File: src/rtl/sras_pkg.sv
// Constants and types shared by the serial register access slave.
package sras_pkg;

    // Datagram layout: one address byte and one 32-bit data word, most significant bit first.
    localparam int DATAGRAM_BITS  = 40;
    localparam int STATUS_BITS    = 8;
    localparam int ADDR_BITS      = 7;
    localparam int DATA_BITS      = 32;
    localparam int WRITE_FLAG_POS = 39;
    localparam int ADDR_MSB_POS   = 38;
    localparam int ADDR_LSB_POS   = 32;
    localparam int COUNT_BITS     = 6;

    // Reset values of the held reply word and of the output pins.
    localparam logic [31:0] REPLY_RESET      = 32'h0000_0000;
    localparam logic [6:0]  ADDR_RESET       = 7'h00;
    localparam logic        SERIAL_OUT_RESET = 1'h0;

    // Timing: the bus clock may run at no more than a quarter of the system clock.
    localparam int CLOCK_PERIOD_NS         = 4;
    localparam int BUS_CLOCK_DIVISOR       = 4;
    localparam int BUS_CLOCK_MIN_PERIOD_NS = CLOCK_PERIOD_NS * BUS_CLOCK_DIVISOR;
    localparam int BUS_HALF_MIN_CYCLES     =
        (BUS_CLOCK_MIN_PERIOD_NS / 2 + CLOCK_PERIOD_NS - 1) / CLOCK_PERIOD_NS;
    localparam int GAP_BITS                = 3;

    typedef enum logic [1:0] {
        ST_IDLE,
        ST_FRAME,
        ST_READ
    } sras_state_type;

endpackage

File: src/rtl/sras_pins_if.sv
// Sampled host pin levels and their edge pulses, passed from the edge finder to the slave core.
`timescale 1ns/1ns
interface sras_pins_if;
    logic selectN;
    logic serialIn;
    logic selFall;
    logic selRise;
    logic clkRise;
    logic clkFall;

    modport producer (
        output selectN,
        output serialIn,
        output selFall,
        output selRise,
        output clkRise,
        output clkFall
    );

    modport consumer (
        input selectN,
        input serialIn,
        input selFall,
        input selRise,
        input clkRise,
        input clkFall
    );
endinterface

File: src/rtl/sras_edges.sv
// Finds the edges of the synchronised select and bus clock and drives the pin interface.
`timescale 1ns/1ns
module sras_edges (
    // System clock and reset.
    input  wire logic      clock,
    input  wire logic      rst_b,
    // Synchronised pin levels.
    input  wire logic      selectSync,
    input  wire logic      busClockSync,
    input  wire logic      serialSync,
    // Levels and edge pulses for the core.
    sras_pins_if.producer  pins
);
    logic selectLast_reg;
    logic busClockLast_reg;

    // Resets to idle levels: select high, bus clock high, so no edge fires out of reset.
    always_ff @(posedge clock or negedge rst_b) begin
        if (!rst_b) begin
            selectLast_reg   <= 1'h1;
            busClockLast_reg <= 1'h1;
        end else begin
            selectLast_reg   <= selectSync;
            busClockLast_reg <= busClockSync;
        end
    end

    assign pins.selectN  = selectSync;
    assign pins.serialIn = serialSync;
    assign pins.selFall  = selectLast_reg & ~selectSync;
    assign pins.selRise  = ~selectLast_reg & selectSync;
    assign pins.clkRise  = ~busClockLast_reg & busClockSync;
    assign pins.clkFall  = busClockLast_reg & ~busClockSync;
endmodule

File: src/rtl/sras_slave.sv
// Serial host port: 40-bit full-duplex datagrams giving access to an internal register file.
`timescale 1ns/1ns

module sras_slave
    import sras_pkg::*;
#(
    parameter int DATA_WIDTH = DATA_BITS,
    parameter int ADDR_WIDTH = ADDR_BITS
) (
    // System clock and reset.
    input  wire logic                  clock,
    input  wire logic                  rst_b,
    // Host serial pins.
    input  wire logic                  hostSelectN,
    input  wire logic                  hostBusClock,
    input  wire logic                  hostSerialIn,
    output logic                       hostSerialOut,
    output logic                       hostSerialOutEnN,
    // Event status returned at the head of every datagram.
    input  wire logic [STATUS_BITS-1:0] statusByte,
    output logic                       statusTaken,
    // Internal register file port.
    output logic [ADDR_WIDTH-1:0]      regAddr,
    output logic [DATA_WIDTH-1:0]      regWriteData,
    output logic                       regWriteStrobe,
    output logic                       regReadStrobe,
    input  wire logic [DATA_WIDTH-1:0] regReadData,
    // Frame and link health.
    output logic                       frameBusy,
    output logic                       frameInvalid,
    output logic                       busTooFast
);
    localparam int                    SHIFT_BITS = STATUS_BITS + DATA_WIDTH;
    localparam logic [COUNT_BITS-1:0] FULL_COUNT = COUNT_BITS'(SHIFT_BITS);
    localparam logic [GAP_BITS-1:0]   GAP_LIMIT  = GAP_BITS'(BUS_HALF_MIN_CYCLES - 1);
    localparam logic [GAP_BITS-1:0]   GAP_MAX    = '1;

    logic [2:0]                 syncedPins;
    sras_pins_if                pins ();

    sras_state_type             state_reg;
    sras_state_type             state_next;
    logic [SHIFT_BITS-1:0]      shift_reg;
    logic [COUNT_BITS-1:0]      bitCount_reg;
    logic [DATA_WIDTH-1:0]      reply_reg;
    logic [GAP_BITS-1:0]        gap_reg;
    logic                       frameComplete;
    logic                       writeFlag;
    logic                       commit;
    logic [DATA_WIDTH-1:0]      loadWord;

    // All three host inputs share one synchroniser, so their relative timing is kept.
    sras_sync #(
        .WIDTH   (3)
    ) pinSync (
        .clock   (clock),
        .rst_b   (rst_b),
        .rawIn   ({hostSelectN, hostBusClock, hostSerialIn}),
        .syncOut (syncedPins)
    );

    sras_edges edgeFinder (
        .clock        (clock),
        .rst_b        (rst_b),
        .selectSync   (syncedPins[2]),
        .busClockSync (syncedPins[1]),
        .serialSync   (syncedPins[0]),
        .pins         (pins.producer)
    );

    // A frame counts only when exactly the required number of bits, or more, arrived.
    assign frameComplete = (bitCount_reg == FULL_COUNT);
    assign writeFlag     = shift_reg[WRITE_FLAG_POS];
    assign commit        = (state_reg == ST_FRAME) && pins.selRise && frameComplete;

    // A select that falls in the capture cycle must still return the fresh read value.
    assign loadWord = (state_reg == ST_READ) ? regReadData : reply_reg;

    always_comb begin
        state_next = state_reg;
        case (state_reg)
            ST_IDLE: begin
                if (pins.selFall) begin
                    state_next = ST_FRAME;
                end
            end
            ST_FRAME: begin
                if (pins.selRise) begin
                    state_next = (frameComplete && !writeFlag) ? ST_READ : ST_IDLE;
                end
            end
            ST_READ: begin
                state_next = pins.selFall ? ST_FRAME : ST_IDLE;
            end
            default: begin
                state_next = ST_IDLE;
            end
        endcase
    end

    always_ff @(posedge clock or negedge rst_b) begin
        if (!rst_b) begin
            state_reg <= ST_IDLE;
        end else begin
            state_reg <= state_next;
        end
    end

    // The shifter is loaded with status and reply at select fall, then shifts on each rise.
    // After forty rises it holds the received bits, which then leave again forty clocks later.
    always_ff @(posedge clock or negedge rst_b) begin
        if (!rst_b) begin
            shift_reg <= '0;
        end else if (pins.selFall) begin
            shift_reg <= {statusByte, loadWord};
        end else if (state_reg == ST_FRAME && pins.clkRise) begin
            shift_reg <= {shift_reg[SHIFT_BITS-2:0], pins.serialIn};
        end
    end

    // Counts rises up to forty and stops there, so longer daisy-chain frames still count.
    always_ff @(posedge clock or negedge rst_b) begin
        if (!rst_b) begin
            bitCount_reg <= '0;
        end else if (pins.selFall) begin
            bitCount_reg <= '0;
        end else if (state_reg == ST_FRAME && pins.clkRise && bitCount_reg != FULL_COUNT) begin
            bitCount_reg <= bitCount_reg + COUNT_BITS'(1);
        end
    end

    // The output moves only at select fall and after a falling bus clock, so the host samples it stable.
    always_ff @(posedge clock or negedge rst_b) begin
        if (!rst_b) begin
            hostSerialOut <= SERIAL_OUT_RESET;
        end else if (pins.selFall) begin
            hostSerialOut <= statusByte[STATUS_BITS-1];
        end else if (state_reg == ST_FRAME && pins.clkFall) begin
            hostSerialOut <= shift_reg[SHIFT_BITS-1];
        end
    end

    // The output pin is driven only while a frame is open; enable is active low.
    always_ff @(posedge clock or negedge rst_b) begin
        if (!rst_b) begin
            hostSerialOutEnN <= 1'h1;
            frameBusy        <= 1'h0;
        end else begin
            hostSerialOutEnN <= pins.selectN;
            frameBusy        <= ~pins.selectN;
        end
    end

    // Command decode at select rise: address and data are taken from the last forty bits.
    always_ff @(posedge clock or negedge rst_b) begin
        if (!rst_b) begin
            regAddr        <= ADDR_RESET;
            regWriteData   <= REPLY_RESET;
            regWriteStrobe <= 1'h0;
            regReadStrobe  <= 1'h0;
        end else begin
            regWriteStrobe <= commit && writeFlag;
            regReadStrobe  <= commit && !writeFlag;
            if (commit) begin
                regAddr <= shift_reg[ADDR_MSB_POS:ADDR_LSB_POS];
            end
            // Read frames leave the write data port alone, since their data bits are dummies.
            if (commit && writeFlag) begin
                regWriteData <= shift_reg[DATA_WIDTH-1:0];
            end
        end
    end

    // The reply word for the next datagram: write data echoed, or the value just read.
    // Register values are passed through untouched, so alignment and sign stay as stored.
    always_ff @(posedge clock or negedge rst_b) begin
        if (!rst_b) begin
            reply_reg <= REPLY_RESET;
        end else if (commit && writeFlag) begin
            reply_reg <= shift_reg[DATA_WIDTH-1:0];
        end else if (state_reg == ST_READ) begin
            reply_reg <= regReadData;
        end
    end

    // One-cycle reports: status sent out, and a frame dropped for being short.
    // The status byte goes out even on a short frame, so a status poll needs eight clocks.
    always_ff @(posedge clock or negedge rst_b) begin
        if (!rst_b) begin
            statusTaken  <= 1'h0;
            frameInvalid <= 1'h0;
        end else begin
            statusTaken  <= pins.selFall;
            frameInvalid <= (state_reg == ST_FRAME) && pins.selRise && !frameComplete;
        end
    end

    // Half periods shorter than the sampling allows can lose bus clock edges; flag them while select is low.
    always_ff @(posedge clock or negedge rst_b) begin
        if (!rst_b) begin
            gap_reg    <= GAP_MAX;
            busTooFast <= 1'h0;
        end else if (pins.clkRise || pins.clkFall) begin
            gap_reg    <= '0;
            busTooFast <= !pins.selectN && (gap_reg < GAP_LIMIT);
        end else begin
            if (gap_reg != GAP_MAX) begin
                gap_reg <= gap_reg + GAP_BITS'(1);
            end
            busTooFast <= 1'h0;
        end
    end

endmodule

File: src/rtl/sras_sync.sv
// Two-flop synchroniser for a group of asynchronous input pins.
`timescale 1ns/1ns
module sras_sync #(
    parameter int WIDTH = 3
) (
    // System clock and reset.
    input  wire logic             clock,
    input  wire logic             rst_b,
    // Raw pins and their synchronised copies.
    input  wire logic [WIDTH-1:0] rawIn,
    output logic      [WIDTH-1:0] syncOut
);
    logic [WIDTH-1:0] stage1_reg;
    logic [WIDTH-1:0] stage2_reg;

    // The first stage feeds only the second, so a metastable level never reaches logic.
    always_ff @(posedge clock or negedge rst_b) begin
        if (!rst_b) begin
            stage1_reg <= '1;
            stage2_reg <= '1;
        end else begin
            stage1_reg <= rawIn;
            stage2_reg <= stage1_reg;
        end
    end

    assign syncOut = stage2_reg;
endmodule

File: config.mk
export PLATFORM = sky130hd
export DESIGN_NAME = sras_slave
export DESIGN_NICKNAME = d
export VERILOG_FILES = /design/src/rtl/sras_pkg.sv /design/src/rtl/sras_pins_if.sv /design/src/rtl/sras_edges.sv /design/src/rtl/sras_slave.sv /design/src/rtl/sras_sync.sv
export SDC_FILE = /design/constraint.sdc
export NUM_CORES = 1
export LEC_CHECK = 0
export BUFFER_PORTS_ARGS = -buffer_cell sky130_fd_sc_hd__buf_2
export CAP_MARGIN = 25
export CORE_MARGIN = 2
export CORE_UTILIZATION = 57
export DETAILED_ROUTE_END_ITERATION = 10
export GPL_ROUTABILITY_DRIVEN = 0
export PLACE_DENSITY = 0.81
export SLEW_MARGIN = 20
export SYNTH_ARGS = -nofsm -noshare
export SYNTH_HDL_FRONTEND = slang
export SYNTH_SLANG_ARGS = --single-unit
File: constraint.sdc
create_clock -name clock -period 1.88 [get_ports clock]
set_input_delay 0.188 -clock clock [delete_from_list [all_inputs] [get_ports clock]]
set_output_delay 0.188 -clock clock [all_outputs]
set_load 0.03 [all_outputs]
## Word-level counts from Yosys, hierarchy flattened

Cells that the tools add are included.

| word-level totals | value |
|---|---|
| register bits | 137 |
| latch bits | 0 |
| RAM bits | 0 |
| ROM bits | 0 |
| bits of input ports | 45 |
| output and inout port bits | 47 |
| logic and storage cells | 72 |
| memories | 0 |

| cells by class | value |
|---|---|
| $add $sub $neg | 2 |
| $mul | 0 |
| divide/modulo/power cells | 0 |
| order comparisons | 1 |
| equal/unequal tests | 7 |
| shift operators | 0 |
| muxes and demuxes | 16 |
| bitwise gates (word level) | 8 |
| reductions and logical operators | 20 |

Operators by type and width:

| operator | count |
|---|---|
| 2-to-1 mux 40 bit | 2 |
| 2-to-1 mux 32 bit | 2 |
| 2-to-1 mux 6 bit | 2 |
| logical AND 1 bit | 10 |
| nonzero test 2 bit | 4 |
| adder 6 x 1 -> 6 bit, second input constant | 1 |
| equality test 6 bit, second input constant | 1 |
| 2-to-1 mux 2 bit | 3 |
| 2-to-1 mux 3 bit | 2 |
| inequality test 6 bit, second input constant | 1 |
| one-hot mux 2 bit (3 select lines) | 1 |
| bitwise AND 1 bit | 4 |
| 2-to-1 mux 1 bit | 4 |
| inequality test 2 bit, second input constant | 2 |
| NOT 1 bit | 4 |
| adder 3 x 1 -> 3 bit, second input constant | 1 |
| logical NOT 1 bit | 3 |
| less-than comparator 3 x 1 -> 1 bit, second input constant | 1 |
| inequality test 3 bit, second input constant | 1 |
| equality test 2 x 1 -> 1 bit, second input constant | 1 |
| equality test 2 bit, second input constant | 1 |
| logical NOT 2 bit | 1 |
| AND reduction 2 bit | 1 |
| logical OR 1 bit | 1 |

## Depth between registers and ports, before layout

Gate-level depths: netlist (run 1).

| logic depth | value |
|---|---|
| depth in word-level cells | 6 |
| depth in mapped cells | 7 |
| mapped depth without buffers | 5 |

## Cells and area by module

From an unflattened synthesis (run 1), not the netlist that was laid out.

| unflattened totals | value |
|---|---|
| cells, all modules | 442 |
| area, all modules | 6070.8 sq um |

Modules (own cells, without submodules):

| module | times used | cells each | area each (sq um) | seq. area each (sq um) |
|---|---|---|---|---|
| sras_slave | 1 | 428 | 5810.6 | 3258.1 |
| sras_sync | 1 | 6 | 157.7 | 157.7 |
| sras_edges | 1 | 8 | 102.6 | 52.6 |

## Worst setup path after synthesis (run 1)

No wires, ideal clock.

| timing | value |
|---|---|
| path type | flip-flop to flip-flop |
| start | register edgeFinder.selectLast_reg |
| end | register regWriteData[10] |
| library setup time | 125 ps |
| arrival | 1588 ps |
| data required time | 1755 ps |
| setup slack | 166 ps |
| cell stages (with the launch flop) | 6 |
| buffers on the path | 2 |
| clock period less this slack | 1714 ps |
| path through | dfstp_2 -> and4bb_1 -> nand4_1 -> buf_4 -> buf_6 -> mux2_4 |

| on the way | value |
|---|---|
| cells in the longest elaborated chain, start to end | 5 |

Ends and longest elaborated chain:

| element | line | RTL |
|---|---|---|
| start, declared | sras_edges.sv:14 | `logic selectLast_reg;` |
| start signal, assigned | sras_edges.sv:23 | `selectLast_reg <= selectSync;` |
| NOT 1 bit | sras_edges.sv:31 | `assign pins.selRise = ~selectLast_reg & selectSync;` |
| bitwise AND 1 bit | sras_edges.sv:31 |  |
| logical AND 1 bit (2 in series) | sras_slave.sv:74 | `assign commit = (state_reg == ST_FRAME) && pins.selRise && frameComplete;` |
| logical AND 1 bit | sras_slave.sv:168 | `if (commit && writeFlag) begin` |
| end signal, assigned | sras_slave.sv:169 | `regWriteData <= shift_reg[DATA_WIDTH-1:0];` |
| end, declared | sras_slave.sv:24 | `output logic [DATA_WIDTH-1:0] regWriteData,` |

No other way between the ends.
A chain may end at the register's enable or synchronous reset.

## Worst setup path in the final report (run 1)

| timing | value |
|---|---|
| start | register pinSync.stage2_reg[2] (netlist: pinSync.syncOut[2]) |
| end | register regWriteData[9] |

| on the way | value |
|---|---|
| cells in the longest elaborated chain, start to end | 4 |

Ends and longest elaborated chain:

| element | line | RTL |
|---|---|---|
| start, declared | sras_sync.sv:14 | `logic [WIDTH-1:0] stage2_reg;` |
| start signal, assigned | sras_sync.sv:23 | `stage2_reg <= stage1_reg;` |
| bitwise AND 1 bit | sras_edges.sv:31 |  |
| logical AND 1 bit (2 in series) | sras_slave.sv:74 |  |
| logical AND 1 bit | sras_slave.sv:168 |  |

No other way between the ends.

==> results of run 1 <==
## stage by stage
step | hold slack, ps | total power, W | instances | TNS [ps] | worst slack [ps]
after floorplan | -108 | 0.00337 | 443 | 0 | 166
after global placement | 117 | 0.00356 | 664 | 0 | 156
after detailed placement | 124 | 0.00358 | 664 | 0 | 118
after CTS | 0.672 | 0.00712 | 727 | 0 | 88.2
after global routing | 16.3 | 0.00729 | 728 | -4.52 | -4.31
final | 10.2 | 0.00706 | 728 | 0 | 93.8
## power by group
part / switching (W) / internal [W] / total [W]
sequential: 0.0000648 / 0.00304 / 0.00311
clock: 0.00122 / 0.00225 / 0.00347
combinational: 0.000260 / 0.000221 / 0.000481
total: 0.00154 / 0.00552 / 0.00706
## final cells by class
class	instances	share of cell area [%]
Clock buffer	20	5.87
Timing Repair Buffer	140	13.0
Tap cell	136	2.19
Multi-Input combinational cell	245	30.5
Clock inverter	11	2.19
Sequential cell	137	44.3
Inverter	39	1.89
## cells in the mapped netlist, types with 4 or more instances
| cell type | number |
|---|---|
| dfstp_2 | 11 |
| mux2_4 | 28 |
| clkbuf_1 | 4 |
| mux2i_1 | 141 |
| o21ai_0 | 9 |
| ha_1 | 6 |
| mux2_2 | 11 |
| inv_1 | 38 |
| nor2_1 | 6 |
| a21oi_1 | 7 |
| buf_2 | 11 |
| dfrtp_1 | 126 |
| buf_4 | 4 |
| nand2_1 | 14 |
## logic make-up after synthesis
| group | Yosys count | share of synthesized area, % |
|---|---|---|
| flops | 137 | 56.6 |
| xor+xnor | 1 | 0.144 |
| fa+ha+maj | 6 | 1.24 |
| compound gates | 20 | 1.81 |
| mux | 180 | 32.2 |
| simple gates | 38 | 3.38 |
| buf+inv | 61 | 4.61 |
## metal layers
metal,vias up,routed length (µm),share of wire (%)
met1,1946,5360,44
met2,93,6180,50
met4,0,182,1.5
met3,19,553,4.5
met5,-,0,0
li1,1811,-,-
## path summary, 6_finish.rpt
path | end | slack [ps] | depth (start not counted)
max | regWriteData[9] | 90 | 5
min | shift_reg[9] | 10 | 3
max reg2reg | regWriteData[9] | 90 | 5
min reg2reg | pinSync.syncOut[0] | 360 | 0
max in group asynchronous | shift_reg[20] | 1070 | 3
min in group asynchronous | regAddr[6] | 140 | 2
## repair_timing
| action | in CTS | in global routing |
|---|---|---|
| hold buffers | 32 | 0 |
| hold endpoints to repair | 128 | 0 |
| setup buffers | 0 | 1 |
| setup endpoints to repair | 0 | 1 |
| gates resized for setup | 0 | 1 |
## worst max-delay path: stages, from the launching register on
cell and delay, ps:
dfstp_2 550, and4bb_1 260, nand4_1 170, buf_12 200
buf_4 180, mux2_4 300
==> impl_metrics.yaml, run 1 <==
status:
  status: "finished, final reports clean"
cells_and_area:
  final_area_um2: 7760
  area_growth_syn_to_layout_pct: 27.7
  drive_gt1_share_pct: 32.4
  fillerInstances: 638
  finalNetCount: 631
  final_cell_mix: "141 x mux2i_1, 126 x dfrtp_1, 90 x buf_2, 38 x inv_1, 32 x dlygate4sd3_1"
  largest_reg_flops: 40
  final_common_cell: "mux2i_1"
  multi_input_area_um2: 2370
  seq_area_um2: 3440
  final_util_pct: 75.2
  antenna_cells: 0
drt:
  dr.pass1.iters: 5
  drc: 0
  vias: 3869
  wire_per_inst_um: 16.9
  drt_iter0_drc: 167
  wl_mm: 12.3
  viasPerCell: 5.31
  detail-route-antenna-nets: 0
global_routing:
  grt_util_met1_pct: 28.7
  grt.busiest_layer: "met2"
  grt.overflow.total: 0
  met3_usage_pct: 6.54
  grt_max_degree: 48
  grt_pass1_wl_mm: 20.2
  grt_pass1_vias: 4122
  use_met2_pct: 38.6
  antenna_found_initial: 0
  track_usage_pct: 23.1
synth:
  synth_cell_type_count: 31
  synth_nets: 494
  syn_area_um2: 6080
  yosys_warnings: 0
  netlist.top_cell.by_area: "dfrtp_1"
  synth_area_per_cell_um2: 13.7
  ys.flop_type: "dfrtp_1"
  synth_seq_cells: 137
  synth-async-reset-ratio_pct: 100
  synth_top_area_share_pct: 51.9
  synth_edf_count: 0
  synthCells: 443
  ys_seq_area_share_pct: 56.6
  ys_top_cells_by_area: "dfrtp_1 52%, mux2i_1 23%, mux2_4 6.9%"
sta:
  period_needed_ps: 1790
  setup_viol: 0
  drv_slew: 0
  fin_skew_ps: 7.29
  timing.fmax_mhz: 560
  hold_viol_final: 0
  worstMarginPinSlew_ps: 489
  relSlewSlack_pct: 67.2
  post-route-period-util_pct: 95.0
power_and_ir_drop:
  p_leak_nw: 4.36
  power_density_nw_per_um2: 909
  peakVddDrop_uv: 550
worst_setup_path:
  setup.worst_path.start: "pinSync.syncOut[2]"
  required_ps: 2290
  cp-end-kind: "flip-flop"
  path_class: "flip-flop to flip-flop"
  r2r_start: "pinSync.syncOut[2]"
  crit_path_start_kind: "flip-flop"
  cp_max_fo: 11
  crit_arrival_ps: 2200
clock_network:
  cts_root_buf: "clkbuf_8"
  h-tree-depth: 4
  numCtsBuffers: 17
  path_clk_slew_ps: 60
  clock_sinks: 137
  clock_path_buffers: 2
  cts_tree: "yes"
  clkLatencyLatePin_ps: 530
worst_hold_path:
  min-delay-start: "regReadData[9]"
  hp-class: "input pin to flip-flop"
die:
  row_count: 37
  io_pins: 92
  die_w_um: 107
  initial_utilization_pct: 58.9
  core_um2: 10300
  die_height_um: 107
  dieArea_um2: 11500
run:
  maxCapViolCount: 0
placed_design:
  dp_hpwl_mm: 7.75
  port_buffers: 91
  dpl_cell_area_um2: 6810
(Power assumes the default switching activity.)
==> run 2, diff against run 1 <==
- REMOVE_ABC_BUFFERS: unset -> 1
==> run 2 against run 1 <==
  * Register-to-register slack about the same
  * Non-clock buffer count increased by 4
  * Hold slack improved by 4.7 ps
  * Power decreased by 4.4%
  * Final cell count increased by 0.69%
  * Design area about the same
  * Sequential power about the same
  * Largest power group unchanged
  * Highest routed layer unchanged
==> impl_metrics.yaml, run 2 (synthesis gave the netlist of run 1 again) <==
power_and_ir_drop:
  p_total_w: 0.00675
  p_leak_nw: 4.37
  peakVddDrop_uv: 686
  power_density_nw_per_um2: 869
drt:
  drt_iter0_drc: 143
  wl_mm: 12.0
  detail-route-antenna-nets: 0
  drc: 0
  dr.pass1.iters: 4
  wire_per_inst_um: 16.4
  vias: 3899
  viasPerCell: 5.32
sta:
  relSlewSlack_pct: 67.6
  period_needed_ps: 1800
  worstMarginPinSlew_ps: 483
  timing.fmax_mhz: 556
  tns_ps: 0
  fin_skew_ps: 9.16
  rsz0062_at_grt: "no"
  drv_slew: 0
  post-route-period-util_pct: 95.7
  hold_viol_final: 0
  setup_viol: 0
placed_design:
  dp_hpwl_mm: 7.71
  port_buffers: 91
  dpl_cell_area_um2: 6860
  dp_cells: 666
worst_setup_path:
  max_stage_delay_ps: 560
  slowest_stage: "dfstp_2"
  crit_arrival_ps: 2200
  cp_max_fo: 19
  path_cells: "and4bb_1, nand4_1, buf_12, buf_12, mux2_4"
  cp-end-kind: "flip-flop"
  crit_path_start_kind: "flip-flop"
  path_class: "flip-flop to flip-flop"
  r2r_start: "edgeFinder.selectLast_reg"
  required_ps: 2280
  setup.worst_path.start: "edgeFinder.selectLast_reg"
  crit_top_cell: "buf_12"
cells_and_area:
  antenna_cells: 0
  final_common_cell: "mux2i_1"
  seq_area_um2: 3440
  final_area_um2: 7770
  final_cells: 733
  final_util_pct: 75.2
  fillerInstances: 673
  final_cell_mix: "141 x mux2i_1, 126 x dfrtp_1, 90 x buf_2, 38 x inv_1, 33 x dlygate4sd3_1"
  multi_input_area_um2: 2360
  largest_reg_flops: 40
  drive_gt1_share_pct: 32.3
  area_growth_syn_to_layout_pct: 27.8
  finalNetCount: 635
clock_network:
  h-tree-depth: 4
  clock_path_buffers: 2
  numCtsBuffers: 17
  cts_root_buf: "clkbuf_8"
  clkLatencyLatePin_ps: 520
  clock_sinks: 137
  cts_tree: "yes"
  path_clk_slew_ps: 60
die:
  initial_utilization_pct: 58.9
  dieArea_um2: 11500
  io_pins: 92
  die_height_um: 107
  die_w_um: 107
  core_um2: 10300
  row_count: 37
run:
  maxCapViolCount: 0
global_routing:
  grt_max_degree: 51
  grt_pass1_wl_mm: 20.4
  track_usage_pct: 22.8
  grt.overflow.total: 0
  grt_pass1_vias: 4217
  antenna_found_initial: 0
worst_hold_path:
  min-delay-start: "regReadData[20]"
  hp-class: "input pin to flip-flop"
status:
  status: "finished, final reports clean"
==> run 2: routing by layer <==
layer | up-vias | GRT usage, % | routed length, µm
li1 | 1815 | - | -
met1 | 1978 | 30.7 | 5550
met2 | 88 | 36.5 | 5780
met3 | 18 | 5.27 | 520
met4 | 0 | 8.44 | 175
met5 | - | 0 | 0
==> run 2: report_power, final <==
| group | internal [W] | switching, W | total, W |
|---|---|---|---|
| clock network | 0.00192 | 0.00123 | 0.00315 |
| registers | 0.00304 | 0.0000610 | 0.00310 |
| logic | 0.000237 | 0.000259 | 0.000496 |
==> run 2: layout make-up <==
cell class / count / share of cell area, %
Tap cell: 136 / 2.19
Clock buffer: 20 / 5.61
Inverter: 39 / 1.88
Multi-Input combinational cell: 245 / 30.4
Timing Repair Buffer: 144 / 13.9
Clock inverter: 12 / 1.64
Sequential cell: 137 / 44.3
==> run 2: path summary, 6_finish.rpt <==
check	end	slack, ps	cells after the start
setup / recovery	regWriteData[15]	80	5
hold / removal	reply_reg[20]	10	3
setup reg to reg	regWriteData[15]	80	5
hold reg to reg	pinSync.syncOut[0]	360	0
max in group asynchronous	edgeFinder.selectLast_reg	1050	3
min in group asynchronous	regWriteData[24]	170	2
==> run 2: per-stage QoR <==
| stage | hold WS (ps) | worst slack (ps) |
|---|---|---|
| global route | 15.1 | 0.351 |
| global placement | 141 | 104 |
| finish | 15.0 | 80.1 |
| floorplan | -108 | -2790 |
| CTS | 1.42 | 88.0 |
| detailed placement | 145 | 31.1 |
==> run 2: timing repair <==
| action | 4_1_cts | 5_1_grt |
|---|---|---|
| hold buffers | 33 | 0 |
| buffers inserted | 2 | 0 |
| endpoints found under the hold margin | 131 | 0 |
| resized for setup | 0 | 0 |
| endpoints found under the setup margin | 1 | 0 |
==> run 2: worst max-delay path, delay by kind of cell, from the launching register on <==
kind	cells	cell delay (ps)
buf+inv	2	380
mux	1	320
simple gates	2	400
flops	1	560
==> run 3, diff against run 2 <==
- BUFFER_PORTS_ARGS: -buffer_cell sky130_fd_sc_hd__buf_2 -> unset
- CORE_ASPECT_RATIO: unset -> 1.5
- CORE_UTILIZATION: 57 -> 60
- DONT_BUFFER_PORTS: unset -> 1
- PLACE_DENSITY: 0.81 -> 0.77
==> run 3 against run 2 <==
  * The flow now finishes with violations (negative hold slack)
  * Sequential share of layout area increased by 4.8 points
  * First-iteration DRC count is 85% higher
  * Worst setup slack improved by 4.2 ps
  * Die area is 4.7% lower
  * Core utilization down 4.9 points
  * Hold slack worse by 540 ps
  * Non-clock buffer count shrank 113
  * Critical path depth down 1
  * Wire length fell by 7.9%
  * Final cell count shrank 18%
  * Clock skew fell by 1.5 ps
  * Power about the same
  * Critical endpoint is now regWriteData[25]
==> impl_metrics.yaml, run 3 (synthesis gave the netlist of run 1 again) <==
drt:
  detail-route-antenna-nets: 0
  vias: 3374
  dr.pass1.iters: 4
  wl_mm: 11.1
  drc: 0
  viasPerCell: 5.62
  drt_iter0_drc: 265
  wire_per_inst_um: 18.5
global_routing:
  track_usage_pct: 22.3
  antenna_found_initial: 0
  grt.overflow.total: 0
  grt_pass1_vias: 3747
  grt_pass1_wl_mm: 18.8
  grt_max_degree: 138
clock_network:
  clock_sinks: 137
  cts_tree: "yes"
  cts_root_buf: "clkbuf_16"
  clkLatencyLatePin_ps: 410
  post_cts_resized: 0
  path_clk_slew_ps: 60
  clock_path_buffers: 2
  numCtsBuffers: 17
  cts_hold_buffers: 14
  h-tree-depth: 4
die:
  dieArea_um2: 11000
  row_count: 45
  io_pins: 92
  initial_utilization_pct: 61.0
  die_height_um: 127
  die_w_um: 86.2
  core_um2: 9970
sta:
  hold_slack_ps: -521
  period_needed_ps: 1800
  hold_viol_final: 137
  worstMarginPinSlew_ps: 358
  drv_slew: 0
  setup_viol: 0
  rsz0062_at_grt: "no"
  fin_skew_ps: 7.69
  relSlewSlack_pct: 76.2
  timing.fmax_mhz: 557
  post-route-period-util_pct: 95.5
worst_hold_path:
  hp-class: "input pin to asynchronous set/reset pin"
cells_and_area:
  largest_reg_flops: 40
  final_common_cell: "mux2i_1"
  multi_input_area_um2: 2360
  drive_gt1_share_pct: 20.5
  seq_area_um2: 3440
  antenna_cells: 0
  area_growth_syn_to_layout_pct: 15.4
  fillerInstances: 679
  final_util_pct: 70.3
  final_cells: 600
  finalNetCount: 522
  final_area_um2: 7010
  final_cell_mix: "141 x mux2i_1, 126 x dfrtp_1, 38 x inv_1, 28 x mux2_4, 17 x clkbuf_16"
worst_setup_path:
  cp_max_fo: 31
  crit_arrival_ps: 2080
  path_class: "flip-flop to flip-flop"
  max_stage_delay_ps: 530
  cp-end-kind: "flip-flop"
  path_cells: "and4bb_1, nand4_1, buf_12, mux2_4"
  crit_path_start_kind: "flip-flop"
  cp_top_family: "flip-flops"
  slowest_stage: "dfstp_2"
  required_ps: 2170
  crit_buf_inv: 1
status:
  violations: "negative hold slack"
  status: "complete, but fails checks"
placed_design:
  dpl_cell_area_um2: 6270
  dp_hpwl_mm: 7.13
  port_buffers: 0
  dp_cells: 554
power_and_ir_drop:
  p_total_w: 0.00675
  p_leak_nw: 3.82
  peakVddDrop_uv: 827
  power_density_nw_per_um2: 963
run:
  maxCapViolCount: 0
[run 3: timing repair]
item	CTS	global route
hold endpoints to repair	152	137
setup endpoints to repair	0	28
buffers inserted	0	1
[run 3: worst paths after layout]
kind	from	cells after the start	to	slack, ps
max	pinSync.syncOut[2]	4	regWriteData[25]	80
min	rst_b	0	busTooFast	-520
max reg2reg	pinSync.syncOut[2]	4	regWriteData[25]	80
min reg2reg	pinSync.stage1_reg[2]	0	pinSync.syncOut[2]	350
max in group asynchronous	rst_b	0	edgeFinder.busClockLast_reg	2140
min in group clock	regReadData[27]	2	shift_reg[27]	10
[run 3: final cells by class]
cell class              instances  share of cell area, %
flip-flops and latches        137                   49.1
repair buffers                 31                   4.53
well taps                     117                   2.09
clock inverters                12                   2.14
multi-input cells             245                   33.7
clock buffers                  19                   6.32
inverters                      39                   2.09
[run 3: power by group]
part           total [W]  internal, W  switching [W]  leakage (nW)
Combinational   0.000313     0.000158       0.000155          2.02
Sequential       0.00313      0.00304      0.0000885          1.52
Clock            0.00330      0.00211        0.00120         0.285
Total            0.00675      0.00531        0.00144          3.82
[run 3: routing by layer]
metal	global-route usage (%)	wire (µm)	vias up
li1	-	-	1586
met1	27.7	4790	1701
met2	37.0	5700	78
met3	7.24	481	9
met4	6.99	106	0
met5	0	0	-
[run 3: stage by stage]
| step | TNS, ps | worst slack, ps |
|---|---|---|
| detailed placement | 0 | 47.0 |
| CTS | 0 | 28.7 |
| global placement | 0 | 132 |
| finish | 0 | 84.3 |
| floorplan | -221090 | -2790 |
| global route | 0 | 6.57 |
